<file path="config.mk">
export PLATFORM = sky130hd
export DESIGN_NAME = power_up_sequencer
export DESIGN_NICKNAME = d
export VERILOG_FILES = /design/src/rtl/pwrseq_pkg.sv /design/src/rtl/ms_tick_gen.sv /design/src/rtl/power_up_sequencer.sv
export SDC_FILE = /design/constraint.sdc
export NUM_CORES = 1
export LEC_CHECK = 0
export ABC_AREA = 1
export ABC_CLOCK_PERIOD_IN_PS = 5700
export BUFFER_PORTS_ARGS = -buffer_cell sky130_fd_sc_hd__buf_2
export CORE_AREA = 2 2 155 142
export DETAILED_ROUTE_END_ITERATION = 7
export DIE_AREA = 0 0 157 144
export PLACE_DENSITY = 0.93
export SLEW_MARGIN = 10
export SYNTH_ARGS = -nofsm -noshare
export SYNTH_HDL_FRONTEND = slang
export SYNTH_SLANG_ARGS = --single-unit
</file>
<file path="constraint.sdc">
create_clock -name MCLK -period 5.7 [get_ports MCLK]
set_clock_uncertainty 0.05 [all_clocks]
set_input_delay 0.285 -clock MCLK [delete_from_list [all_inputs] [get_ports MCLK]]
set_output_delay 0.285 -clock MCLK [all_outputs]
set_load 0.03 [all_outputs]
</file>
<file path="src/rtl/pwrseq_pkg.sv">
// Constants for the power-up sequencer: command codes, reset values,
// response field layout and timing.
// Assumes one 50 MHz clock and a millisecond time base derived from it.
package pwrseq_pkg;

  // Command codes of the management registers
  localparam logic [7:0] CMD_OK_RISE_THR = 8'h5E;
  localparam logic [7:0] CMD_OK_FALL_THR = 8'h5F;
  localparam logic [7:0] CMD_TURN_ON_DELAY = 8'h60;
  localparam logic [7:0] CMD_TURN_ON_RAMP = 8'h61;
  localparam logic [7:0] CMD_PU_TIME_LIMIT = 8'h62;
  localparam logic [7:0] CMD_PU_TIMEOUT_RESP = 8'h63;

  // Reset values
  localparam logic [15:0] RST_OK_RISE_THR = 16'h0000;
  localparam logic [15:0] RST_OK_FALL_THR = 16'h0000;
  localparam logic [15:0] RST_TURN_ON_DELAY = 16'h0000;
  localparam logic [15:0] RST_TURN_ON_RAMP = 16'h0000;
  localparam logic [15:0] RST_PU_TIME_LIMIT = 16'h0000;
  localparam logic [7:0] RST_PU_TIMEOUT_RESP = 8'h00;

  // Response register fields
  localparam int RESP_CODE_MSB = 7;
  localparam int RESP_CODE_LSB = 6;
  localparam int RESP_RETRY_MSB = 5;
  localparam int RESP_RETRY_LSB = 3;
  localparam int RESP_DELAY_MSB = 2;
  localparam int RESP_DELAY_LSB = 0;

  localparam logic [1:0] RESP_IGNORE = 2'h0;
  localparam logic [1:0] RESP_CONTINUE = 2'h1;
  localparam logic [1:0] RESP_DISABLE_RETRY = 2'h2;
  localparam logic [1:0] RESP_LATCH_OFF = 2'h3;

  localparam logic [2:0] RETRY_NONE = 3'h0;
  localparam logic [2:0] RETRY_FOREVER = 3'h7;

  // Timing
  localparam int CLK_PERIOD_NS = 20;
  localparam int MS_NS = 1000000;
  localparam int CYCLES_PER_MS = MS_NS / CLK_PERIOD_NS;
  localparam int MS_CNT_W = 24;

  typedef enum logic [2:0] {
    ST_OFF = 3'b000,
    ST_DELAY = 3'b001,
    ST_RISE = 3'b010,
    ST_ON = 3'b011,
    ST_CONTINUE = 3'b100,
    ST_RETRY_WAIT = 3'b101,
    ST_LATCHED = 3'b110
  } seq_state_t;

endpackage : pwrseq_pkg

</file>
<file path="src/rtl/ms_tick_gen.sv">
// Millisecond enable divider for the sequencer.
// Assumes a free-running clock; tick is a one-cycle pulse each period.
`timescale 1ns/1ps
`default_nettype none
module ms_tick_gen #(
  parameter int DIVIDE = pwrseq_pkg::CYCLES_PER_MS
) (
  input wire logic clk,
  input wire logic rst_n,
  output logic tick
);

  localparam int CW = $clog2(DIVIDE + 1);
  localparam logic [CW-1:0] LAST = CW'(DIVIDE - 1);

  logic [CW-1:0] cnt_q;
  logic [CW-1:0] cnt_d;
  logic tick_q;
  logic tick_d;

  always_comb begin
    tick_d = 1'b0;
    cnt_d = cnt_q + CW'(1);
    if (cnt_q == LAST) begin
      cnt_d = '0;
      tick_d = 1'b1;
    end
  end

  always_ff @(posedge clk or negedge rst_n) begin
    if (!rst_n) begin
      cnt_q <= '0;
      tick_q <= 1'b0;
    end else begin
      cnt_q <= cnt_d;
      tick_q <= tick_d;
    end
  end

  assign tick = tick_q;

endmodule : ms_tick_gen
`default_nettype wire

</file>
<file path="src/rtl/power_up_sequencer.sv">
// Turn-on sequencing, output-ok supervision and power-up timeout response.
// Assumes the management link decoder delivers one-cycle command strobes
// on MCLK; the control pin and output sense come from outside and are
// synchronised here.
`timescale 1ns/1ps
`default_nettype none

// Summary of operation
// - Output-ok asserts when output reaches the 16-bit rise threshold.
// - Output-ok negates below fall threshold when enabled by multi-pin setting.
// - Falling below fall threshold sets the output-ok status flag to one.
// - After enable, wait the millisecond turn-on delay before raising output.
// - After the delay, ramp the output over the millisecond rise time.
// - Timeout fault if undervoltage limit not reached within power-up limit.
// - A power-up time limit of zero disables the timeout.
// - Timeout response is an 8-bit setting; all four codes are supported.
// - Response 00 ignores the timeout and keeps operating.
// - Response 01 keeps operating for the delay, then follows retry count if fault persists.
// - Response 10 disables the output at once, then follows retry count.
// - Response 11 latches off until fault clear, clear-all or reset.
// - Commanding the output off then on also clears a latched fault.
// - Retry count 000 keeps the output off until the fault is cleared.
// - Retry counts one to four restart that often, then stay off.
// - Restart spacing equals two to the delay field value times the fault's time unit.
// - Retry counts five and six restart that often, then stay off.
// - Retry count 111 restarts without limit until commanded off.
// - Delay field value n gives two to the n time units.
module power_up_sequencer #(
  parameter int CYCLES_PER_MS = pwrseq_pkg::CYCLES_PER_MS
) (
  input wire logic MCLK,
  input wire logic RESETN,
  input wire logic CMD_WR,
  input wire logic CMD_RD,
  input wire logic [7:0] CMD_CODE,
  input wire logic [15:0] CMD_WDATA,
  output logic [15:0] CMD_RDATA,
  output logic CMD_ACK,
  output logic CMD_NACK,
  input wire logic CTRL_PIN,
  input wire logic OPERATION_ON,
  input wire logic OK_PIN_ENABLE,
  input wire logic [15:0] VOUT_SENSE,
  input wire logic [15:0] UV_FAULT_LIMIT,
  input wire logic [15:0] FAULT_TIME_UNIT_MS,
  input wire logic CLEAR_FAULTS,
  input wire logic CLEAR_TIMEOUT_FAULT,
  output logic OUTPUT_OK,
  output logic OUTPUT_OK_STATUS,
  output logic TIMEOUT_FAULT,
  output logic OUTPUT_ENABLE,
  output logic RAMP_ACTIVE,
  output logic LATCHED_OFF
);

  localparam int W = pwrseq_pkg::MS_CNT_W;

  // Two-stage synchronisers for outside signals
  logic [16:0] sync1_q;
  logic [16:0] sync2_q;
  always_ff @(posedge MCLK or negedge RESETN) begin
    if (!RESETN) begin
      sync1_q <= '0;
      sync2_q <= '0;
    end else begin
      sync1_q <= {CTRL_PIN, VOUT_SENSE};
      sync2_q <= sync1_q;
    end
  end
  logic ctrl_s;
  logic [15:0] vout_s;
  assign ctrl_s = sync2_q[16];
  assign vout_s = sync2_q[15:0];

  logic ms_tick;
  ms_tick_gen #(
    .DIVIDE(CYCLES_PER_MS)
  ) u_ms_tick (
    .clk(MCLK),
    .rst_n(RESETN),
    .tick(ms_tick)
  );

  // Management registers
  logic [15:0] ok_rise_thr_q, ok_rise_thr_d;
  logic [15:0] ok_fall_thr_q, ok_fall_thr_d;
  logic [15:0] on_delay_q, on_delay_d;
  logic [15:0] on_ramp_q, on_ramp_d;
  logic [15:0] pu_limit_q, pu_limit_d;
  logic [7:0] pu_resp_q, pu_resp_d;
  logic [15:0] rdata_q, rdata_d;
  logic ack_q, ack_d;
  logic nack_q, nack_d;

  always_comb begin
    ok_rise_thr_d = ok_rise_thr_q;
    ok_fall_thr_d = ok_fall_thr_q;
    on_delay_d = on_delay_q;
    on_ramp_d = on_ramp_q;
    pu_limit_d = pu_limit_q;
    pu_resp_d = pu_resp_q;
    rdata_d = rdata_q;
    ack_d = 1'b0;
    nack_d = 1'b0;
    if (CMD_WR || CMD_RD) begin
      ack_d = 1'b1;
      if (CMD_CODE == pwrseq_pkg::CMD_OK_RISE_THR) begin
        if (CMD_WR) ok_rise_thr_d = CMD_WDATA;
        rdata_d = ok_rise_thr_q;
      end else if (CMD_CODE == pwrseq_pkg::CMD_OK_FALL_THR) begin
        if (CMD_WR) ok_fall_thr_d = CMD_WDATA;
        rdata_d = ok_fall_thr_q;
      end else if (CMD_CODE == pwrseq_pkg::CMD_TURN_ON_DELAY) begin
        if (CMD_WR) on_delay_d = CMD_WDATA;
        rdata_d = on_delay_q;
      end else if (CMD_CODE == pwrseq_pkg::CMD_TURN_ON_RAMP) begin
        if (CMD_WR) on_ramp_d = CMD_WDATA;
        rdata_d = on_ramp_q;
      end else if (CMD_CODE == pwrseq_pkg::CMD_PU_TIME_LIMIT) begin
        if (CMD_WR) pu_limit_d = CMD_WDATA;
        rdata_d = pu_limit_q;
      end else if (CMD_CODE == pwrseq_pkg::CMD_PU_TIMEOUT_RESP) begin
        if (CMD_WR) pu_resp_d = CMD_WDATA[7:0];
        rdata_d = {8'h00, pu_resp_q};
      end else begin
        ack_d = 1'b0;
        nack_d = 1'b1;
        rdata_d = 16'h0000;
      end
    end
  end

  always_ff @(posedge MCLK or negedge RESETN) begin
    if (!RESETN) begin
      ok_rise_thr_q <= pwrseq_pkg::RST_OK_RISE_THR;
      ok_fall_thr_q <= pwrseq_pkg::RST_OK_FALL_THR;
      on_delay_q <= pwrseq_pkg::RST_TURN_ON_DELAY;
      on_ramp_q <= pwrseq_pkg::RST_TURN_ON_RAMP;
      pu_limit_q <= pwrseq_pkg::RST_PU_TIME_LIMIT;
      pu_resp_q <= pwrseq_pkg::RST_PU_TIMEOUT_RESP;
      rdata_q <= 16'h0000;
      ack_q <= 1'b0;
      nack_q <= 1'b0;
    end else begin
      ok_rise_thr_q <= ok_rise_thr_d;
      ok_fall_thr_q <= ok_fall_thr_d;
      on_delay_q <= on_delay_d;
      on_ramp_q <= on_ramp_d;
      pu_limit_q <= pu_limit_d;
      pu_resp_q <= pu_resp_d;
      rdata_q <= rdata_d;
      ack_q <= ack_d;
      nack_q <= nack_d;
    end
  end

  // Sequencer state
  pwrseq_pkg::seq_state_t state_q, state_d;
  logic [W-1:0] seq_ms_q, seq_ms_d;
  logic [W-1:0] pu_ms_q, pu_ms_d;
  logic reached_q, reached_d;
  logic in_seq_q, in_seq_d;
  logic [7:0] act_resp_q, act_resp_d;
  logic [2:0] retries_left_q, retries_left_d;
  logic fault_q, fault_d;
  logic out_en_q, out_en_d;

  logic enabled;
  logic fault_clear;
  logic timeout_evt;
  logic [7:0] eff_resp;
  logic [2:0] eff_retry;
  logic [W-1:0] wait_ms;
  logic powered;

  assign enabled = ctrl_s & OPERATION_ON;
  assign fault_clear = CLEAR_FAULTS | CLEAR_TIMEOUT_FAULT;
  // Running sequence keeps the response captured at its first fault
  assign eff_resp = in_seq_q ? act_resp_q : pu_resp_q;
  assign eff_retry = in_seq_q ? retries_left_q
                              : pu_resp_q[pwrseq_pkg::RESP_RETRY_MSB:pwrseq_pkg::RESP_RETRY_LSB];
  assign wait_ms = {8'h00, FAULT_TIME_UNIT_MS}
                   << eff_resp[pwrseq_pkg::RESP_DELAY_MSB:pwrseq_pkg::RESP_DELAY_LSB];
  assign powered = (state_q == pwrseq_pkg::ST_RISE) || (state_q == pwrseq_pkg::ST_ON)
                   || (state_q == pwrseq_pkg::ST_CONTINUE);
  assign timeout_evt = ms_tick && (pu_limit_q != 16'h0000) && !reached_q
                       && (pu_ms_q >= {8'h00, pu_limit_q})
                       && ((state_q == pwrseq_pkg::ST_DELAY) || (state_q == pwrseq_pkg::ST_RISE)
                           || (state_q == pwrseq_pkg::ST_ON));

  always_comb begin
    state_d = state_q;
    pu_ms_d = pu_ms_q;
    reached_d = reached_q;
    in_seq_d = in_seq_q;
    act_resp_d = act_resp_q;
    retries_left_d = retries_left_q;
    if (powered && vout_s >= UV_FAULT_LIMIT) reached_d = 1'b1;
    if (ms_tick && !reached_q && pu_ms_q != {W{1'b1}}) pu_ms_d = pu_ms_q + W'(1);
    case (state_q)
      pwrseq_pkg::ST_OFF: begin
        in_seq_d = 1'b0;
        if (enabled) begin
          state_d = pwrseq_pkg::ST_DELAY;
          pu_ms_d = '0;
          reached_d = 1'b0;
        end
      end
      pwrseq_pkg::ST_DELAY: begin
        if (seq_ms_q >= {8'h00, on_delay_q}) state_d = pwrseq_pkg::ST_RISE;
      end
      pwrseq_pkg::ST_RISE: begin
        if (seq_ms_q >= {8'h00, on_ramp_q}) state_d = pwrseq_pkg::ST_ON;
      end
      pwrseq_pkg::ST_ON: begin
        if (reached_q) in_seq_d = 1'b0;
      end
      pwrseq_pkg::ST_CONTINUE: begin
        if (reached_q) begin
          state_d = pwrseq_pkg::ST_ON;
          in_seq_d = 1'b0;
        end else if (seq_ms_q >= wait_ms) begin
          state_d = pwrseq_pkg::ST_RETRY_WAIT;
          if (retries_left_q == pwrseq_pkg::RETRY_NONE) begin
            state_d = pwrseq_pkg::ST_LATCHED;
          end else if (retries_left_q != pwrseq_pkg::RETRY_FOREVER) begin
            retries_left_d = retries_left_q - 3'h1;
          end
        end
      end
      pwrseq_pkg::ST_RETRY_WAIT: begin
        if (seq_ms_q >= wait_ms) begin
          state_d = pwrseq_pkg::ST_DELAY;
          pu_ms_d = '0;
          reached_d = 1'b0;
        end
      end
      pwrseq_pkg::ST_LATCHED: begin
        if (fault_clear) state_d = pwrseq_pkg::ST_OFF;
      end
      default: state_d = pwrseq_pkg::ST_OFF;
    endcase
    if (timeout_evt) begin
      in_seq_d = 1'b1;
      act_resp_d = eff_resp;
      retries_left_d = eff_retry;
      case (eff_resp[pwrseq_pkg::RESP_CODE_MSB:pwrseq_pkg::RESP_CODE_LSB])
        pwrseq_pkg::RESP_IGNORE: begin
          reached_d = 1'b1;
          in_seq_d = in_seq_q;
        end
        pwrseq_pkg::RESP_CONTINUE: state_d = pwrseq_pkg::ST_CONTINUE;
        pwrseq_pkg::RESP_DISABLE_RETRY: begin
          state_d = pwrseq_pkg::ST_RETRY_WAIT;
          if (eff_retry == pwrseq_pkg::RETRY_NONE) begin
            state_d = pwrseq_pkg::ST_LATCHED;
          end else if (eff_retry != pwrseq_pkg::RETRY_FOREVER) begin
            retries_left_d = eff_retry - 3'h1;
          end
        end
        default: state_d = pwrseq_pkg::ST_LATCHED;
      endcase
    end
    // Off command wins over every state, latched included
    if (!enabled) begin
      state_d = pwrseq_pkg::ST_OFF;
      in_seq_d = 1'b0;
    end
  end

  always_comb begin
    seq_ms_d = seq_ms_q;
    if (state_d != state_q) begin
      seq_ms_d = '0;
    end else if (ms_tick && seq_ms_q != {W{1'b1}}) begin
      seq_ms_d = seq_ms_q + W'(1);
    end
    // Set wins over clear
    fault_d = fault_q;
    if (fault_clear) fault_d = 1'b0;
    if (timeout_evt) fault_d = 1'b1;
    out_en_d = (state_d == pwrseq_pkg::ST_RISE) || (state_d == pwrseq_pkg::ST_ON)
               || (state_d == pwrseq_pkg::ST_CONTINUE);
  end

  always_ff @(posedge MCLK or negedge RESETN) begin
    if (!RESETN) begin
      state_q <= pwrseq_pkg::ST_OFF;
      seq_ms_q <= '0;
      pu_ms_q <= '0;
      reached_q <= 1'b0;
      in_seq_q <= 1'b0;
      act_resp_q <= 8'h00;
      retries_left_q <= 3'h0;
      fault_q <= 1'b0;
      out_en_q <= 1'b0;
    end else begin
      state_q <= state_d;
      seq_ms_q <= seq_ms_d;
      pu_ms_q <= pu_ms_d;
      reached_q <= reached_d;
      in_seq_q <= in_seq_d;
      act_resp_q <= act_resp_d;
      retries_left_q <= retries_left_d;
      fault_q <= fault_d;
      out_en_q <= out_en_d;
    end
  end

  // Output-ok supervision
  logic good_q, good_d;
  logic low_flag_q, low_flag_d;
  logic ok_pin_q, ok_pin_d;
  logic ramp_q, ramp_d;
  logic latched_q, latched_d;

  always_comb begin
    good_d = good_q;
    low_flag_d = low_flag_q;
    if (!powered) begin
      good_d = 1'b0;
    end else if (vout_s >= ok_rise_thr_q) begin
      good_d = 1'b1;
      low_flag_d = 1'b0;
    end
    if (good_q && vout_s < ok_fall_thr_q) begin
      good_d = 1'b0;
      low_flag_d = 1'b1;
    end
    // Pin stays low when not routed by the multi-pin setting
    ok_pin_d = good_d & OK_PIN_ENABLE;
    ramp_d = (state_d == pwrseq_pkg::ST_RISE);
    latched_d = (state_d == pwrseq_pkg::ST_LATCHED);
  end

  always_ff @(posedge MCLK or negedge RESETN) begin
    if (!RESETN) begin
      good_q <= 1'b0;
      low_flag_q <= 1'b0;
      ok_pin_q <= 1'b0;
      ramp_q <= 1'b0;
      latched_q <= 1'b0;
    end else begin
      good_q <= good_d;
      low_flag_q <= low_flag_d;
      ok_pin_q <= ok_pin_d;
      ramp_q <= ramp_d;
      latched_q <= latched_d;
    end
  end

  assign CMD_RDATA = rdata_q;
  assign CMD_ACK = ack_q;
  assign CMD_NACK = nack_q;
  assign OUTPUT_OK = ok_pin_q;
  assign OUTPUT_OK_STATUS = low_flag_q;
  assign TIMEOUT_FAULT = fault_q;
  assign OUTPUT_ENABLE = out_en_q;
  assign RAMP_ACTIVE = ramp_q;
  assign LATCHED_OFF = latched_q;

endmodule : power_up_sequencer
`default_nettype wire

</file>
* Word-level counts from Yosys, hierarchy flattened
Index checks and enable logic that the tools add are counted.
Word-level totals: output and inout bits 24, RAM bits 0, bits in read-only memories 0, bits in latches 0, word-level logic and storage cells 189, register bits 228, memories 0
Cells by class: $lt $le $gt $ge 7, multiply operators 0, mux-type cells 70, shift operators 1, bitwise gates (word level) 9, reductions and logical operators 40, div/mod/pow operators 0, $add $sub $neg 5, equality and inequality tests 29
Operators with widths (count):
- 2-to-1 mux 24 bit | 5
- 2-to-1 mux 16 bit | 6
- >= comparator 24 x 16 -> 1 bit | 3
- 2-to-1 mux 3 bit | 18
- adder 24 x 1 -> 24 bit, second input constant | 2
- equality test 8 x 7 -> 1 bit, second input constant | 6
- != test 24 bit, second input constant | 2
- case mux 24 bit (2 select lines) | 1
- >= comparator 16 bit | 2
- 2-to-1 mux 1 bit | 32
- >= comparator 24 bit | 1
- left shift 16 x 3 -> 24 bit | 1
- case mux 3 bit (7 select lines) | 1
- adder 16 x 1 -> 16 bit, second input constant | 1
- equality test 16 bit, second input constant | 1
- less-than comparator 16 bit | 1
- 2-to-1 mux 8 bit | 2
- nonzero test 16 bit | 1
- equality test 3 bit, second input constant | 5
- nonzero test 2 bit | 7
- equality test 3 x 2 -> 1 bit, second input constant | 4
- AND reduction 5 bit | 2
- logical AND 1 bit | 9
- logical NOT 3 bit | 3
- other kinds (26) | 45

* Longest topological paths before layout
depth after elaboration 12, mapped depth 33, gate-level depth less buffers 31

* Hierarchy
A second synthesis with hierarchy kept.
Second synthesis, totals: cell total of the unflattened synthesis 1766, area total of the unflattened synthesis 13810.7 um^2
By module, submodules not included:
- power_up_sequencer | cells each 1644, area each 12908.6 um^2, times used 1
- ms_tick_gen | cells each 122, area each 902.1 um^2, times used 1

* Least setup slack after synthesis
Ideal clock, no wire load.
path kind register to register, from register in_seq_q, to register seq_ms_q[20], data required time 5.582 ns, setup slack 2.187 ns, period minus slack after synthesis 3.513 ns, cell stages (with the launch flop) 31, arrival 3.395 ns, library setup time 0.068 ns, cells stage by stage dfrtp_1 > clkbuf_1 > or2_2 > nand2_1 > inv_1 > clkbuf_1 > nand2_1 > o21ai_0 > nand2_1 > o21ai_0 > or2_2 > ha_1 > nand2_1 > nor2_2 > nand2_1 > nor2_1 > nand2_1 > nand3_1 > nand2_1 > nand2_1 > nand2_1 > nand2_1 > nand2_1 > nand2_1 > nand2_1 > nand2_2 > nand2_2 > nand2_2 > nand3_4 > buf_12 > nor2_4
On the way: longest elaborated chain between the ends 11
RTL lines:
- start: declaration | line power_up_sequencer.sv:162 | logic in_seq_q, in_seq_d;
- start signal: assignment | line power_up_sequencer.sv:302 | in_seq_q <= in_seq_d;
- 2-to-1 mux 8 bit | line power_up_sequencer.sv:179 | assign eff_resp = in_seq_q ? act_resp_q : pu_resp_q;
- left shift 16 x 3 -> 24 bit | line power_up_sequencer.sv:182 | assign wait_ms = {8'h00, FAULT_TIME_UNIT_MS}
- >= comparator 24 bit | line power_up_sequencer.sv:222, power_up_sequencer.sv:232
- 2-to-1 mux 3 bit | line power_up_sequencer.sv:222 | end else if (seq_ms_q >= wait_ms) begin
- 2-to-1 mux 3 bit | line power_up_sequencer.sv:219 | if (reached_q) begin
- case mux 3 bit (7 select lines) | line power_up_sequencer.sv:200 | case (state_q)
- case mux 3 bit (3 select lines) | line power_up_sequencer.sv:247 | case (eff_resp[pwrseq_pkg::RESP_CODE_MSB:pwrseq_pkg::RESP_CODE_LSB])
- 2-to-1 mux 3 bit * | line power_up_sequencer.sv:243 | if (timeout_evt) begin
- 2-to-1 mux 3 bit * | line power_up_sequencer.sv:265 | if (!enabled) begin
- via state_d[0] | line power_up_sequencer.sv:158 | pwrseq_pkg::seq_state_t state_q, state_d;
- != test 3 bit * | line power_up_sequencer.sv:273 | if (state_d != state_q) begin
- 2-to-1 mux 24 bit or nonzero test 2 bit (tied branches)
- end signal: assignment | line power_up_sequencer.sv:299 | seq_ms_q <= seq_ms_d;
- end: declaration | line power_up_sequencer.sv:159 | logic [W-1:0] seq_ms_q, seq_ms_d;
Mark *: on every way through the listed nets, which the timed path passes. The rest lies on a longest branch. A chain may end at the register's enable or synchronous reset.

* Final worst setup path
from register in_seq_q, to register seq_ms_q[0]
Same word-level chain as after synthesis.

==> impl_table.tex <==
\begin{tabular}{lr}
\hline
Metric & Value \\
\hline
\multicolumn{2}{l}{\textbf{Detailed routing}} \\
\quad Vias post-DR & 12700 \\
\quad Average via count per standard cell & 5.98 \\
\quad Post-Route WL & 37.5 mm \\
\quad Average detailed-routed wire length per instance & 17.6 um \\
\quad DRC violations left & 0 \\
\quad Number of violations reported at the end of detailed-routing iteration 0 & 1227 \\
\quad Number of antenna-violating nets in the routed design & 0 \\
\quad Router iterations before antenna repair & 6 \\
\multicolumn{2}{l}{\textbf{Power}} \\
\quad Leakage power & 7.53 nW \\
\quad Maximum vdd drop & 208 uV \\
\quad Total Power Consumption & 3.78 mW \\
\quad Power per cell area & 244 nW/um\^{}2 \\
\multicolumn{2}{l}{\textbf{Global routing}} \\
\quad Maximum number of pins on one net before global-route repair & 118 \\
\quad Antenna violations before repair & 0 \\
\quad Overflow left after global routing & 0 \\
\quad Vias in the first global route & 12700 \\
\quad Global-route track usage on met2 & 54.5\% \\
\quad Met1 Resource Use GR & 42.7\% \\
\quad GRT Max-Usage Layer & met2 \\
\quad GRT Total Usage & 34.0\% \\
\quad Met3 usage in global routing & 8.39\% \\
\quad Wire length of the first global-routing pass & 61.1 mm \\
\multicolumn{2}{l}{\textbf{Critical path}} \\
\quad CP bufs+invs & 2 \\
\quad Max FO, Critical Path & 24 \\
\quad CP Launch Type & flop \\
\quad Slowest cell delay on critical path & 0.56 ns \\
\quad Most common cell type on the critical path & nand2\_1 \\
\quad Startpoint-to-endpoint class of the critical path & flop to flop \\
\quad Critical path capture point type & flop \\
\quad Slowest CP cell & dfrtp\_1 \\
\quad Worst endpoint data arrival time & 5.27 ns \\
\quad Required arrival time at the worst endpoint & 6.08 ns \\
\quad Cell class contributing the biggest share of worst-path delay & simple AND/OR/NAND/NOR gates \\
\multicolumn{2}{l}{\textbf{STA}} \\
\quad Final worst-path cycle share & 85.7\% \\
\quad Max Transition Viols Final & 0 \\
\quad Actual transition at the worst max-transition pin & 1.27 ns \\
\quad Setup slack after layout & 0.813 ns \\
\quad Unrepaired setup endpoints after global routing & no \\
\quad Number of hold violations in the final report & 0 \\
\quad Setup TNS after final layout & 0 ns \\
\quad Worst hold slack & 0.0223 ns \\
\quad Headroom to the max-slew limit & 15.3\% \\
\quad Shortest clock period the worst path allows after layout & 4.89 ns \\
\quad Fmax & 0.205 GHz \\
\quad Setup violations, final & 0 \\
\multicolumn{2}{l}{\textbf{Clocking}} \\
\quad Clock root buffer master & clkbuf\_16 \\
\quad PostCTS Resize Cnt & 0 \\
\quad Buffer count from post-CTS setup fixing & 0 \\
\quad Total CTS buffers & 25 \\
\quad Number of clock sinks seen by CTS & 225 \\
\quad Maximum level of the CTS H-tree & 1 \\
\quad Number of buffers added to fix hold violations after cts & 19 \\
\quad Max Buffers Root-to-Sink & 3 \\
\quad Clock transition at the register clock pins on the worst setup and hold paths after CTS & 0.06 ns \\
\quad Clock tree from TritonCTS & built \\
\quad Clk Latency, worst-skew pair & 0.53 ns \\
\multicolumn{2}{l}{\textbf{Finish}} \\
\quad Diodes inserted & 0 \\
\quad Net count, final & 2028 \\
\quad Count of non-filler cells in the finished layout & 2125 \\
\quad Number of filler instances in the final layout & 1404 \\
\quad Layout cells sized above 1 & 11.2\% \\
\quad Area taken by multi-input logic gates & 6950 um\^{}2 \\
\quad Syn-to-layout area delta & 13.0\% \\
\quad Register area & 5630 um\^{}2 \\
\multicolumn{2}{l}{\textbf{Synth}} \\
\quad Yosys cell types & 50 \\
\quad Number of instances in the synthesized netlist & 1699 \\
\quad Synth Net Count & 1910 \\
\quad Fraction of registers with async set/reset & 100\% \\
\quad Post-synth EDFFs & 0 \\
\quad Synth top cells by count & nand2\_1, inv\_1, dfrtp\_1 \\
\quad Most used flip-flop cell after synthesis & dfrtp\_1 \\
\quad Count leader, synth & nand2\_1 \\
\quad Portion of the post-synthesis area used by sequential elements & 41.0\% \\
\quad Count of state elements after synthesis & 225 \\
\quad Largest area contributor in the netlist & dfrtp\_1 \\
\quad Mapped Area & 13700 um\^{}2 \\
\quad Syn\_area\_per\_cell & 8.07 um\^{}2 \\
\quad Number of warnings reported in the yosys synthesis log & 0 \\
\quad Synth top area cells & dfrtp\_1, ha\_1, nand2\_1 \\
\quad Fraction of synthesized cell area taken by the top area cell type & 41.0\% \\
\multicolumn{2}{l}{\textbf{Hold path}} \\
\quad Type of the tightest min-delay check & input pin to flop \\
\multicolumn{2}{l}{\textbf{Floorplan}} \\
\quad Ports placed on the boundary & 105 \\
\quad Vert. Die Dim & 144 um \\
\quad Floorplan core area & 21100 um\^{}2 \\
\quad Placement Rows & 51 \\
\quad Area of the die & 22600 um\^{}2 \\
\quad Die X-Extent & 157 um \\
\quad Starting density of the core & 65.0\% \\
\multicolumn{2}{l}{\textbf{Placed design}} \\
\quad Cell count after placement & 2062 \\
\quad Placer congestion estimate & 0.965 \\
\quad Worst slack at placement & 0.913 ns \\
\quad DP Wirelength & 26.5 mm \\
\quad Count of input and output buffers & 104 \\
\multicolumn{2}{l}{\textbf{Status}} \\
\quad Run status & finished, final reports clean \\
\multicolumn{2}{l}{\textbf{Flow run}} \\
\quad Number of maximum-capacitance constraint violations & 0 \\
\hline
\end{tabular}
==> metal layers <==
metal | vias up | share of wire, %
met5 | - | 0
met4 | 0 | 6.1
met3 | 207 | 10
met2 | 792 | 45
met1 | 5884 | 39
li1 | 5832 | -
==> sequential cells by signal (all words and copies together) (netlist names), 5 cells and up <==
| register | count |
|---|---|
| pu_limit_q | 16 |
| ok_rise_thr_q | 16 |
| u_ms_tick.cnt_q | 16 |
| pu_resp_q | 8 |
| on_ramp_q | 16 |
| sync2_q | 17 |
| sync1_q | 17 |
| on_delay_q | 16 |
| pu_ms_q | 24 |
| act_resp_q | 5 |
| ok_fall_thr_q | 16 |
| seq_ms_q | 24 |
| CMD_RDATA | 16 |
==> worst min-delay path: cells and delay by family <==
| family | cells | cell delay, ns |
|---|---|---|
| simple gates | 3 | 0.20 |
| buf+inv | 1 | 0.07 |
==> final timing paths <==
kind | start | end | slack (ns) | depth (start not counted)
max | in_seq_q$_DFFE_PN0P_ | seq_ms_q[0]$_DFFE_PN0P_ | 0.81 | 26
min | CLEAR_FAULTS | TIMEOUT_FAULT$_DFFE_PN0P_ | 0.02 | 4
max reg2reg | in_seq_q$_DFFE_PN0P_ | seq_ms_q[0]$_DFFE_PN0P_ | 0.81 | 26
min reg2reg | sync1_q[9]$_DFF_PN0_ | sync2_q[9]$_DFF_PN0_ | 0.30 | 0
max in group asynchronous | RESETN | act_resp_q[1]$_DFFE_PN0P_ | 3.88 | 3
min in group asynchronous | RESETN | ok_fall_thr_q[9]$_DFFE_PN0P_ | 0.37 | 2
==> layout make-up <==
| type | count | area share [%] |
|---|---|---|
| clock inverters | 13 | 0.969 |
| inverters | 259 | 6.27 |
| flip-flops and latches | 225 | 36.3 |
| clock buffers | 31 | 4.38 |
| well taps | 291 | 2.35 |
| multi-input cells | 1178 | 44.8 |
| repair buffers | 128 | 4.89 |
==> where the power goes <==
| part | switching, mW | total (mW) | internal, mW |
|---|---|---|---|
| clock network | 0.669 | 1.65 | 0.979 |
| registers | 0.0403 | 1.69 | 1.65 |
| logic | 0.294 | 0.442 | 0.148 |
==> kinds of logic after synthesis <==
family / Yosys count / share of synthesized area [%]
DFF: 225 / 41.0
muxes: 8 / 0.584
and+or+nand+nor: 665 / 22.0
AOI/OAI and AO/OA: 335 / 13.6
xor gates and xnor gates: 40 / 2.55
buffers and inverters: 296 / 8.34
adders and majority gates: 130 / 11.9
==> metrics by stage <==
| step | utilization (%) | area, um^2 |
|---|---|---|
| after floorplan | - | 13700 |
| after global placement | 68.6 | 14500 |
| after detailed placement | 68.6 | 14500 |
| after CTS | 73.4 | 15500 |
| after global routing | 73.4 | 15500 |
| final | 73.4 | 15500 |
==> cells in the final DEF, fill, tap and decap left out, drive strengths merged, types with 2 or more instances in the layout <==
cell | Yosys | final
a211oi | 10 | 10
a21boi | 2 | 2
a21oi | 72 | 72
a221oi | 8 | 8
a31oi | 5 | 5
a41oi | 2 | 2
buf | 3 | 109
bufinv | 0 | 3
clkbuf | 34 | 31
clkinv | 3 | 12
dfrtp | 225 | 225
dlygate4sd3 | 0 | 19
ha | 130 | 130
inv | 256 | 257
mux2i | 8 | 8
nand2 | 355 | 355
nand3 | 50 | 50
nand3b | 5 | 5
nand4 | 33 | 33
nor2 | 162 | 162
nor3 | 42 | 42
nor3b | 2 | 2
nor4 | 9 | 9
o211ai | 6 | 6
o21a | 11 | 11
o21ai | 201 | 201
o21bai | 2 | 2
o221ai | 8 | 8
o22ai | 5 | 5
or2 | 5 | 5
xnor2 | 10 | 10
xor2 | 30 | 30
(Power assumes the default switching activity.)
